--- src/ivsd_pkg.sv ---
// Shared constants and carriers for the input value status and diagnostics
package ivsd_pkg;
    localparam int CHANNELS       = 16;
    localparam int GROUP_SIZE     = 4;
    localparam int GROUPS         = CHANNELS / GROUP_SIZE;
    localparam int IMAGE_BYTES    = 4;
    localparam int STATUS_OFS     = 2;
    localparam int REC0_BYTES     = 4;
    localparam int SPEC_OFS       = 4;
    localparam int SPEC_BYTES     = 8;
    localparam int REC1_BYTES     = SPEC_OFS + SPEC_BYTES;
    localparam logic [7:0] BYTE_RST = 8'h00;
    // Generic byte 0 bit positions
    localparam int B0_MOD_FAULT   = 0;
    localparam int B0_INT_FAULT   = 1;
    localparam int B0_EXT_FAULT   = 2;
    localparam int B0_CH_FAULT    = 3;
    localparam int B0_NO_SUPPLY   = 4;
    localparam int B0_NO_PARAM    = 6;
    // Generic byte 2 bit positions
    localparam int B2_NOT_READY   = 2;
    // Per-channel fault fields of the specific part
    localparam int F_WIRE_BREAK   = 0;
    localparam int F_SHORT        = 1;
    localparam int F_FLUTTER      = 2;
    localparam int F_CHANGEOVER   = 3;

    typedef struct packed {
        logic [CHANNELS-1:0] sensor_fail;
        logic [GROUPS-1:0]   supply_fail;
        logic [CHANNELS-1:0] wire_break;
        logic [CHANNELS-1:0] line_short;
        logic [CHANNELS-1:0] flutter;
        logic [CHANNELS-1:0] changeover;
    } ivsd_fault_s;

    typedef struct packed {
        logic [CHANNELS-1:0] status;
        logic [CHANNELS-1:0] value;
    } ivsd_image_s;
endpackage

--- src/ivsd_chan_qual.sv ---
// Combinational per-channel fault merge and quality evaluation
module ivsd_chan_qual (
    input  wire logic                 raw_in,
    input  wire logic                 sensor_fail,
    input  wire logic                 supply_fail,
    input  wire logic                 wire_break,
    input  wire logic                 line_short,
    input  wire logic                 flutter,
    input  wire logic                 changeover,
    output logic                      valid,
    output logic [3:0]                fault_bits,
    output logic                      value
);
    logic any_fault;
    always_comb begin
        any_fault = sensor_fail | supply_fail | wire_break | line_short |
                    flutter | changeover;
        valid = ~any_fault;
        // Supply loss also reads as a line fault, so all four in a group set
        fault_bits[ivsd_pkg::F_WIRE_BREAK] = wire_break | supply_fail;
        fault_bits[ivsd_pkg::F_SHORT]      = line_short;
        fault_bits[ivsd_pkg::F_FLUTTER]    = flutter;
        fault_bits[ivsd_pkg::F_CHANGEOVER] = changeover | sensor_fail;
        value = raw_in;
    end
endmodule

--- src/ivsd_top.sv ---
// Value status image and diagnostic records of a 16-channel input module
// Summary of operation
// - Status word sits two bytes above inputs
// - Status bit one means valid input
// - Value and status captured same cycle
// - Any channel fault marks signal invalid
// - Record zero is four generic bytes
// - Record one adds specific bytes at four
// - Fault bit is one while fault exists
// - Generic bytes shared by all variants
// - Group supply loss flags four channels
// - Image is four bytes, two plus two
module ivsd_top #(
    parameter int CHANNELS = ivsd_pkg::CHANNELS
) (
    input  wire logic                          core_clk,
    input  wire logic                          sys_rst,
    input  wire logic [CHANNELS-1:0]           field_in,
    input  wire ivsd_pkg::ivsd_fault_s         fault_in,
    input  wire logic                          param_missing,
    input  wire logic                          internal_fault,
    input  wire logic                          image_sample,
    input  wire logic [3:0]                    rec_index,
    output logic [7:0]                         input_image_word [4],
    output logic [7:0]                         rec0_byte,
    output logic [7:0]                         rec1_byte,
    output logic [CHANNELS-1:0]                quality_code_link,
    output logic                               group_fault
);
    if (CHANNELS != ivsd_pkg::CHANNELS) begin : g_bad_channels
        $error("Only the documented channel count is supported");
    end

    // Field pins pass two flops; faults come from same-clock logic
    logic [CHANNELS-1:0] sync1_q, sync1_d, sync2_q, sync2_d;
    logic [CHANNELS-1:0] ch_valid, ch_value;
    logic [3:0]          ch_fault [CHANNELS];

    always_comb begin
        sync1_d = field_in;
        sync2_d = sync1_q;
    end
    always_ff @(posedge core_clk) begin
        if (sys_rst) begin
            sync1_q <= '0;
            sync2_q <= '0;
        end else begin
            sync1_q <= sync1_d;
            sync2_q <= sync2_d;
        end
    end

    for (genvar c = 0; c < CHANNELS; c++) begin : g_ch
        ivsd_chan_qual u_q (
            .raw_in      (sync2_q[c]),
            .sensor_fail (fault_in.sensor_fail[c]),
            .supply_fail (fault_in.supply_fail[c/ivsd_pkg::GROUP_SIZE]),
            .wire_break  (fault_in.wire_break[c]),
            .line_short  (fault_in.line_short[c]),
            .flutter     (fault_in.flutter[c]),
            .changeover  (fault_in.changeover[c]),
            .valid       (ch_valid[c]),
            .fault_bits  (ch_fault[c]),
            .value       (ch_value[c])
        );
    end

    // Image register: value and status share one load
    ivsd_pkg::ivsd_image_s img_q, img_d;
    always_comb begin
        img_d = img_q;
        if (image_sample) begin
            img_d.value  = ch_value;
            img_d.status = ch_valid;
        end
    end
    always_ff @(posedge core_clk) begin
        if (sys_rst)
            img_q <= '0;
        else
            img_q <= img_d;
    end

    // Diagnostic bytes, refreshed every cycle so bits follow the fault
    logic [7:0] gen_q [ivsd_pkg::REC0_BYTES];
    logic [7:0] gen_d [ivsd_pkg::REC0_BYTES];
    logic [7:0] spec_q [ivsd_pkg::SPEC_BYTES];
    logic [7:0] spec_d [ivsd_pkg::SPEC_BYTES];
    logic       any_ch, any_sup;

    always_comb begin
        any_ch  = |(~ch_valid);
        any_sup = |fault_in.supply_fail;
        // One generic layout, independent of module variant
        for (int b = 0; b < ivsd_pkg::REC0_BYTES; b++)
            gen_d[b] = ivsd_pkg::BYTE_RST;
        gen_d[0][ivsd_pkg::B0_MOD_FAULT] = any_ch | internal_fault |
                                           param_missing;
        gen_d[0][ivsd_pkg::B0_INT_FAULT] = internal_fault;
        gen_d[0][ivsd_pkg::B0_EXT_FAULT] = any_ch;
        gen_d[0][ivsd_pkg::B0_CH_FAULT]  = any_ch;
        gen_d[0][ivsd_pkg::B0_NO_SUPPLY] = any_sup;
        gen_d[0][ivsd_pkg::B0_NO_PARAM]  = param_missing;
        gen_d[2][ivsd_pkg::B2_NOT_READY] = param_missing;
        // Two channels of four fault bits per specific byte
        for (int b = 0; b < ivsd_pkg::SPEC_BYTES; b++)
            spec_d[b] = {ch_fault[2*b+1], ch_fault[2*b]};
    end
    always_ff @(posedge core_clk) begin
        if (sys_rst) begin
            for (int b = 0; b < ivsd_pkg::REC0_BYTES; b++)
                gen_q[b] <= ivsd_pkg::BYTE_RST;
            for (int b = 0; b < ivsd_pkg::SPEC_BYTES; b++)
                spec_q[b] <= ivsd_pkg::BYTE_RST;
        end else begin
            gen_q  <= gen_d;
            spec_q <= spec_d;
        end
    end

    // Record read ports
    logic [7:0] r0_q, r0_d, r1_q, r1_d;
    always_comb begin
        if (rec_index < 4'(ivsd_pkg::REC0_BYTES))
            r0_d = gen_q[rec_index[1:0]];
        else
            r0_d = ivsd_pkg::BYTE_RST;
        if (rec_index < 4'(ivsd_pkg::SPEC_OFS))
            r1_d = gen_q[rec_index[1:0]];
        else if (rec_index < 4'(ivsd_pkg::REC1_BYTES))
            r1_d = spec_q[3'(rec_index - 4'(ivsd_pkg::SPEC_OFS))];
        else
            r1_d = ivsd_pkg::BYTE_RST;
    end
    always_ff @(posedge core_clk) begin
        if (sys_rst) begin
            r0_q <= ivsd_pkg::BYTE_RST;
            r1_q <= ivsd_pkg::BYTE_RST;
        end else begin
            r0_q <= r0_d;
            r1_q <= r1_d;
        end
    end

    // Image bytes: values in 0..1, status at +2
    always_comb begin
        input_image_word[0] = img_q.value[7:0];
        input_image_word[1] = img_q.value[15:8];
        input_image_word[ivsd_pkg::STATUS_OFS]   = img_q.status[7:0];
        input_image_word[ivsd_pkg::STATUS_OFS+1] = img_q.status[15:8];
    end
    assign quality_code_link = img_q.status;
    assign rec0_byte   = r0_q;
    assign rec1_byte   = r1_q;
    assign group_fault = gen_q[0][ivsd_pkg::B0_MOD_FAULT];

    property p_status_tracks;
        @(posedge core_clk) disable iff (sys_rst)
        image_sample |=> img_q.status == $past(ch_valid);
    endproperty
    a_status_tracks: assert property (p_status_tracks)
        else $error("Status not loaded with value");

    property p_value_tracks;
        @(posedge core_clk) disable iff (sys_rst)
        image_sample |=> img_q.value == $past(ch_value);
    endproperty
    a_value_tracks: assert property (p_value_tracks)
        else $error("Value not loaded");

    property p_hold;
        @(posedge core_clk) disable iff (sys_rst)
        !image_sample |=> $stable(img_q);
    endproperty
    a_hold: assert property (p_hold)
        else $error("Image changed without sample");

    property p_invalid;
        @(posedge core_clk) disable iff (sys_rst)
        (image_sample && (|fault_in.flutter)) |=> !(&quality_code_link);
    endproperty
    a_invalid: assert property (p_invalid)
        else $error("Faulted channel reported valid");

    // True when every group with a lost supply reads all invalid
    function automatic logic groups_cleared(
        input logic [ivsd_pkg::CHANNELS-1:0] q,
        input logic [ivsd_pkg::GROUPS-1:0]   s
    );
        groups_cleared = 1'b1;
        for (int g = 0; g < ivsd_pkg::GROUPS; g++)
            if (s[g] &&
                q[g*ivsd_pkg::GROUP_SIZE +: ivsd_pkg::GROUP_SIZE] != '0)
                groups_cleared = 1'b0;
    endfunction

    property p_group;
        @(posedge core_clk) disable iff (sys_rst)
        image_sample |=>
            groups_cleared(quality_code_link, $past(fault_in.supply_fail));
    endproperty
    a_group: assert property (p_group)
        else $error("Supply loss missed a group channel");

    property p_fault_bit;
        @(posedge core_clk) disable iff (sys_rst)
        internal_fault |=> gen_q[0][ivsd_pkg::B0_INT_FAULT];
    endproperty
    a_fault_bit: assert property (p_fault_bit)
        else $error("Fault bit not set");

    property p_clear_bit;
        @(posedge core_clk) disable iff (sys_rst)
        (!param_missing && !internal_fault && (&ch_valid)) |=>
            gen_q[0] == 8'h00;
    endproperty
    a_clear_bit: assert property (p_clear_bit)
        else $error("Fault bit set without fault");

    property p_rec_share;
        @(posedge core_clk) disable iff (sys_rst)
        (rec_index < 4'h4) ##1 $stable(gen_q[0]) |-> r0_q == r1_q;
    endproperty
    a_rec_share: assert property (p_rec_share)
        else $error("Record one generic bytes differ");

    property p_rec0_len;
        @(posedge core_clk) disable iff (sys_rst)
        (rec_index >= 4'h4) |=> r0_q == 8'h00;
    endproperty
    a_rec0_len: assert property (p_rec0_len)
        else $error("Record zero longer than four bytes");
endmodule

--- config.mk ---
export PLATFORM = sky130hd
export DESIGN_NAME = ivsd_top
export DESIGN_NICKNAME = d
export VERILOG_FILES = /design/src/ivsd_pkg.sv /design/src/ivsd_chan_qual.sv /design/src/ivsd_top.sv
export SDC_FILE = /design/constraint.sdc
export NUM_CORES = 1
export LEC_CHECK = 0
export BUFFER_PORTS_ARGS = -buffer_cell sky130_fd_sc_hd__buf_2
export CAP_MARGIN = 15
export CORE_ASPECT_RATIO = 0.7
export CORE_MARGIN = 1
export CORE_UTILIZATION = 48
export CTS_BUF_LIST = sky130_fd_sc_hd__clkbuf_8
export DETAILED_ROUTE_END_ITERATION = 8
export GPL_TIMING_DRIVEN = 0
export HOLD_SLACK_MARGIN = 0.02
export PLACE_DENSITY = 0.87
export SLEW_MARGIN = 0
export SYNTH_ARGS = -nofsm -noshare
export SYNTH_HDL_FRONTEND = slang
export SYNTH_SLANG_ARGS = --single-unit
--- constraint.sdc ---
create_clock -name core_clk -period 2 [get_ports core_clk]
set_input_delay 0.2 -clock core_clk [delete_from_list [all_inputs] [get_ports core_clk]]
set_output_delay 0.2 -clock core_clk [all_outputs]
set_load 0.01 [all_outputs]
# Word-level counts from Yosys, hierarchy flattened
# Cells that the tools add are included.
word_totals:
  rom_bits: 0
  reg_bits: 176
  ram_bits: 0
  mem_count: 0
  latch_bits: 0
  out_inout_bits: 65
op_classes:
  addsub: 1
  shifts: 0
  n_bitwise: 134
  eq_ne: 0
  reduce_logical: 3
  n_mux: 8
  n_lt_le_gt_ge: 4
  n_mul: 0
  n_div: 0
op_table:
  columns: ["op", "n"]
  rows:
  - ["1-bit OR", 114]
  - ["8-bit 2-to-1 mux", 6]
  - ["8-bit binary-select mux with 3-bit select", 1]
  - ["1-bit NOT", 17]
  - ["8-bit binary-select mux with 2-bit select", 1]
  - ["16-bit NOT", 1]
  - ["16-bit OR reduction", 1]
  - ["4-bit greater-or-equal comparator (second input constant)", 1]
  - ["4-bit by 3-bit < comparator with 1-bit output (second input constant)", 1]
  - ["4-bit < comparator (second input constant)", 1]
  - ["3-bit NOT with 4-bit output", 1]
  - ["4-bit OR reduction", 1]
  - ["3-bit greater-or-equal comparator (second input constant)", 1]
  - ["2-bit NOT with 3-bit output", 1]
  - ["3-bit subtractor (second input constant)", 1]
  - ["2-bit OR reduction", 1]

# Logic depth before layout (Yosys ltp)
depth:
  word_depth: 10
  ltp_mapped: 6

# Hierarchy
# From an unflattened synthesis, not the netlist that was laid out.
unflattened:
  cells_unflattened: 530
  hier_area_um2: 5930.7
by_module_without_submodules:
  columns: ["module", "instances", "area_per_inst_um2", "cells_per_inst"]
  rows:
  - ["ivsd_top", 1, 4989.8, 434]
  - ["ivsd_chan_qual", 16, 58.8, 6]

# Worst setup path before layout
# OpenSTA, ideal clock, no wires.
synth_timing:
  path_type: "input -> register"
  from: "in rec_index[0]"
  to: "reg r1_q[6], in the netlist rec1_byte[6]"
  setup_time_ns: 0.122
  stages: 5
  arrival_time_ns: 1.344
  slack_ns: 0.534
  path_cell_list: "buf_2 > buf_4 > mux4_2 > mux2i_1 > o21bai_1"
synth_via:
  elab_chain_cells: 7
  word_cells_on_any_way: 13
  classes_between: "add/sub: 1; order compare: 2; mux: 8; bitwise: 2"
synth_lines:
  columns: ["element", "line", "text"]
  rows:
  - ["start: declaration", "ivsd_top.sv:23", "input wire logic [3:0] rec_index,"]
  - ["3-bit subtractor", "ivsd_top.sv:131", "r1_d = spec_q[3'(rec_index - 4'(ivsd_pkg::SPEC_OFS))];"]
  - ["3-bit NOT with 4-bit output (not written as such)", "ivsd_top.sv:131", null]
  - ["8-bit binary-select mux with 3-bit select", "ivsd_top.sv:131", null]
  - ["8-bit 2-to-1 mux (not written as such) (2 in series)", "ivsd_top.sv:131", null]
  - ["8-bit 2-to-1 mux", "ivsd_top.sv:130", "else if (rec_index < 4'(ivsd_pkg::REC1_BYTES))"]
  - ["8-bit 2-to-1 mux *", "ivsd_top.sv:128", "if (rec_index < 4'(ivsd_pkg::SPEC_OFS))"]
  - ["end signal: assignment", "ivsd_top.sv:138", "r1_q <= ivsd_pkg::BYTE_RST;"]
  - ["end signal: assignment", "ivsd_top.sv:141", "r1_q <= r1_d;"]
  - ["end: declaration", "ivsd_top.sv:122", "logic [7:0] r0_q, r0_d, r1_q, r1_d;"]
# Every way passes the cells marked *; elsewhere a longest branch is shown, timed or not. The select of a mux whose other input is x is not followed.
# A chain may end at the register's enable or synchronous reset.

# Worst setup path in the final report
layout_timing:
  from: "in fault_in[53] in the netlist's numbering"
  to: "reg gen_q (netlist bit group_fault)"
layout_via:
  elab_chain_cells: 9
layout_lines:
  columns: ["element", "line", "text"]
  rows:
  - ["start: declaration", "ivsd_top.sv:19", "input wire ivsd_pkg::ivsd_fault_s fault_in,"]
  - ["1-bit OR (3 in series)", "ivsd_chan_qual.sv:16", "any_fault = sensor_fail | supply_fail | wire_break | line_short |"]
  - ["1-bit OR", "ivsd_chan_qual.sv:17", "flutter | changeover;"]
  - ["1-bit NOT", "ivsd_chan_qual.sv:18", "valid = ~any_fault;"]
  - ["16-bit NOT", "ivsd_top.sv:92", "any_ch = |(~ch_valid);"]
  - ["16-bit OR reduction", "ivsd_top.sv:92", null]
  - ["1-bit OR (2 in series)", "ivsd_top.sv:97", "gen_d[0][ivsd_pkg::B0_MOD_FAULT] = any_ch | internal_fault |"]
  - ["end signal: indexed assignment", "ivsd_top.sv:112", "gen_q[b] <= ivsd_pkg::BYTE_RST;"]
  - ["end signal: assignment", "ivsd_top.sv:116", "gen_q <= gen_d;"]
  - ["end: declaration", "ivsd_top.sv:85", "logic [7:0] gen_q [ivsd_pkg::REC0_BYTES];"]
# No other way between the ends.

==> results.cfg <==
[die]
start_util_pct = 49.46
fp.dieH_um = 88.43
rows = 31
core_um2 = 10360
dieArea_um2 = 11100
die_x_um = 125.5
num_io_pins = 174

[grt]
grt_max_degree = 17
grt.total_usage_pct = 28.41
grt_pass1_wl_mm = 23.17
grt_pass1_vias = 4587
grt.overflow.total = 0
antenna_found_initial = 1

[pwr]
leakagePower_nw = 3.391
clock_power_share_pct = 37.8
switchingPower_mw = 1.620
seqPwrFrac_pct = 50.9
p_int_mw = 4.463
p_sw_share_pct = 26.63
combPwrFrac_pct = 11.3
power_per_cell_area_nw_per_um2 = 814.2
ir_drop_v = 0.0004881
power.total_mw = 6.083

[cts]
htreeDepth = 4
cts_tree = yes
postCtsSetupRepairBufs = 0
numCtsBuffers = 17
ctsLongestPathBuffers = 2
cts_root_buf = clkbuf_8
cts.clk_slew.worst_paths_ps = 90
clkSinkCount = 147
clock_latency_ps = 460

[logic_synthesis]
avgSynthCellArea_um2 = 10.48
synth_edf_count = 0
synth_compound_area_share_pct = 2.785
synth_top_family_by_area = simple AND/OR/NAND/NOR gates
ys_seq_elements = 147
yosysWarnings = 0
synthAdderAreaFrac_pct = 0.4885
synthMuxAreaShare_pct = 11.53
synth_xor_area_share_pct = 0
syn_area_um2 = 5122
synthCells = 489
ys_seq_area_share_pct = 57.45
synth_ff_type = dfxtp_1
synth_cell_types = 27
yosys.area_share.simple_pct = 22.91
ys_async_sr_fraction_pct = 0

[route]
route.vias.total = 4693
drt_iter0_markers = 416
post-route-drc-count = 11
firstDrtPassIters = 9
wl_mm = 15.71
ant_nets = 0
routedWlPerCell_um = 17.17
drt-vias-per-instance = 5.129

[timing]
tightestPinTransition_ps = 646.6
slew_headroom_pct = 56.90
layout_min_cycle_time_ps = 1959
skew_ps = 14.51
maxSlewViolCount = 0
finalSetupViolCount = 0
setup_tns_ps = 0
period_share_pct = 97.94
fmax_mhz = 510.5
hold_viol = 0

[placement]
dp_hpwl_mm = 10.46
dpl-instance-area_um2 = 6127
io_buffers = 167
gp_congestion = 0.8968

[setup_path]
arrival_ps = 2300
required_ps = 2340
reg2reg_depth = 3
end_kind = flop
crit_fanout = 3
startpoint_type = input port
worstReg2RegStart = spec_q[3]
reg2reg_to = rec1_byte[3]
r2r_slack_ps = 780
path_class = input port to flop

[min_path]
holdPathEnd = spec_q[15]
hold_depth = 3
min_path_type = input port to flop
min-delay-start = fault_in[81]

[run_status]
violations = DRC
outcome = finished with violations

[cells_and_area]
nFillCells = 693
stdcell_area_um2 = 7471
drive_above_1_share_pct = 31.07
layout_common_cells = buf_2 (170), dfxtp_1 (147), nor2_1 (96)
area_growth_syn_to_layout_pct = 45.85
final_common_cell = buf_2
fin_nets = 880

[run]
cap_violations = 0
sequential cells by signal, summed over array words and instances (netlist names):
name,flops
sync2_q,16
group_fault,1
spec_q,64
gen_q,4
sync1_q,16
rec1_byte,8
quality_code_link,16
input_image_word,16
rec0_byte,6
per-layer routing:
metal	vias to the layer above	global-route usage, %	wire [um]
li1	2167	-	-
met1	2209	34.56	6313
met2	269	48.48	7589
met3	48	7.557	1405
met4	0	12.31	402
met5	-	0	0
per-stage QoR:
step	cells	util (%)	hold slack (ps)	setup WS (ps)
4_1_cts	914	71.97	23.21	64.42
3_3_place_gp	789	59.16	411.6	152.0
2_1_floorplan	490	-	315.8	534.1
3_5_place_dp	789	59.16	414.1	152.9
6_report	915	72.14	28.42	41.28
5_1_grt	915	72.14	27.67	-5.384
power groups by stage:
| stage | Combinational (mW) | Sequential [mW] | Clock, mW |
|---|---|---|---|
| 4_1_cts | 0.663 | 3.10 | 2.32 |
| 2_1_floorplan | 0.278 | 3.16 | 0 |
| 5_1_grt | 0.734 | 3.11 | 2.44 |
| 3_3_place_gp | 0.506 | 3.15 | 0 |
| 3_5_place_dp | 0.520 | 3.16 | 0 |
| 6_report | 0.686 | 3.10 | 2.30 |
what timing repair did:
item	4_1_cts	5_1_grt
gates resized for setup	0	3
endpoints found under the hold margin	80	0
endpoints found under the setup margin	0	6
hold buffers	93	0
Yosys cell counts, types with 2 or more instances:
cell type / number / area share, %
a21oi_1: 18 / 1.8
nor4_1: 5 / 0.61
and2_1: 5 / 0.61
or3_1: 2 / 0.24
buf_2: 3 / 0.29
clkbuf_1: 20 / 1.5
dfxtp_1: 147 / 57
ha_1: 2 / 0.49
nor2_1: 97 / 7.1
nor2b_1: 66 / 8.1
buf_4: 19 / 2.8
nand3_1: 16 / 1.6
nand2_1: 4 / 0.29
mux4_2: 16 / 7.0
o21bai_1: 5 / 0.73
mux2i_1: 23 / 4.5
nand2b_1: 17 / 2.1
nand4_1: 15 / 1.8
how the worst max path moves through the flow:
stage | from | slack, ps | end | cells after the start
floorplan | rec_index[0] | 530 | rec1_byte[6] | 5
global placement | fault_in[67] | 150 | group_fault | 6
detailed placement | fault_in[67] | 150 | group_fault | 6
CTS | rec_index[2] | 60 | rec1_byte[6] | 8
global route | rec_index[2] | -5 | rec1_byte[6] | 8
finish | fault_in[53] | 40 | group_fault | 7
final cells by class:
class | instances | area, um^2 | share of cell area, %
sequential | 147 | 2943 | 39.39
clock buffer | 17 | 234.0 | 3.132
multi-input combinational | 298 | 1954 | 26.16
antenna | 1 | 2.502 | 0.03350
timing repair buffer | 260 | 1767 | 23.65
buffer | 43 | 236.5 | 3.165
clock inverter | 15 | 161.4 | 2.160
inverter | 2 | 7.507 | 0.1005
tap | 132 | 165.2 | 2.211
logic make-up (layout without fill, tap and decap cells):
kind of cell               after synthesis  in the layout
AOI/OAI and AO/OA                       25             25
adders and majority gates                2              2
buffers and inverters                   45            337
muxes                                   39             39
other                                    1              3
and+or+nand+nor                        230            230
DFF                                    147            147
critical path, cell delays in order:
cell	delay, ps
dlygate4sd3_1	570
buf_2	140
nor2_1	260
nand3_1	160
nor4_1	360
a41oi_1	220
or3_1	400
No activity file was read; power rests on OpenSTA's default activity.
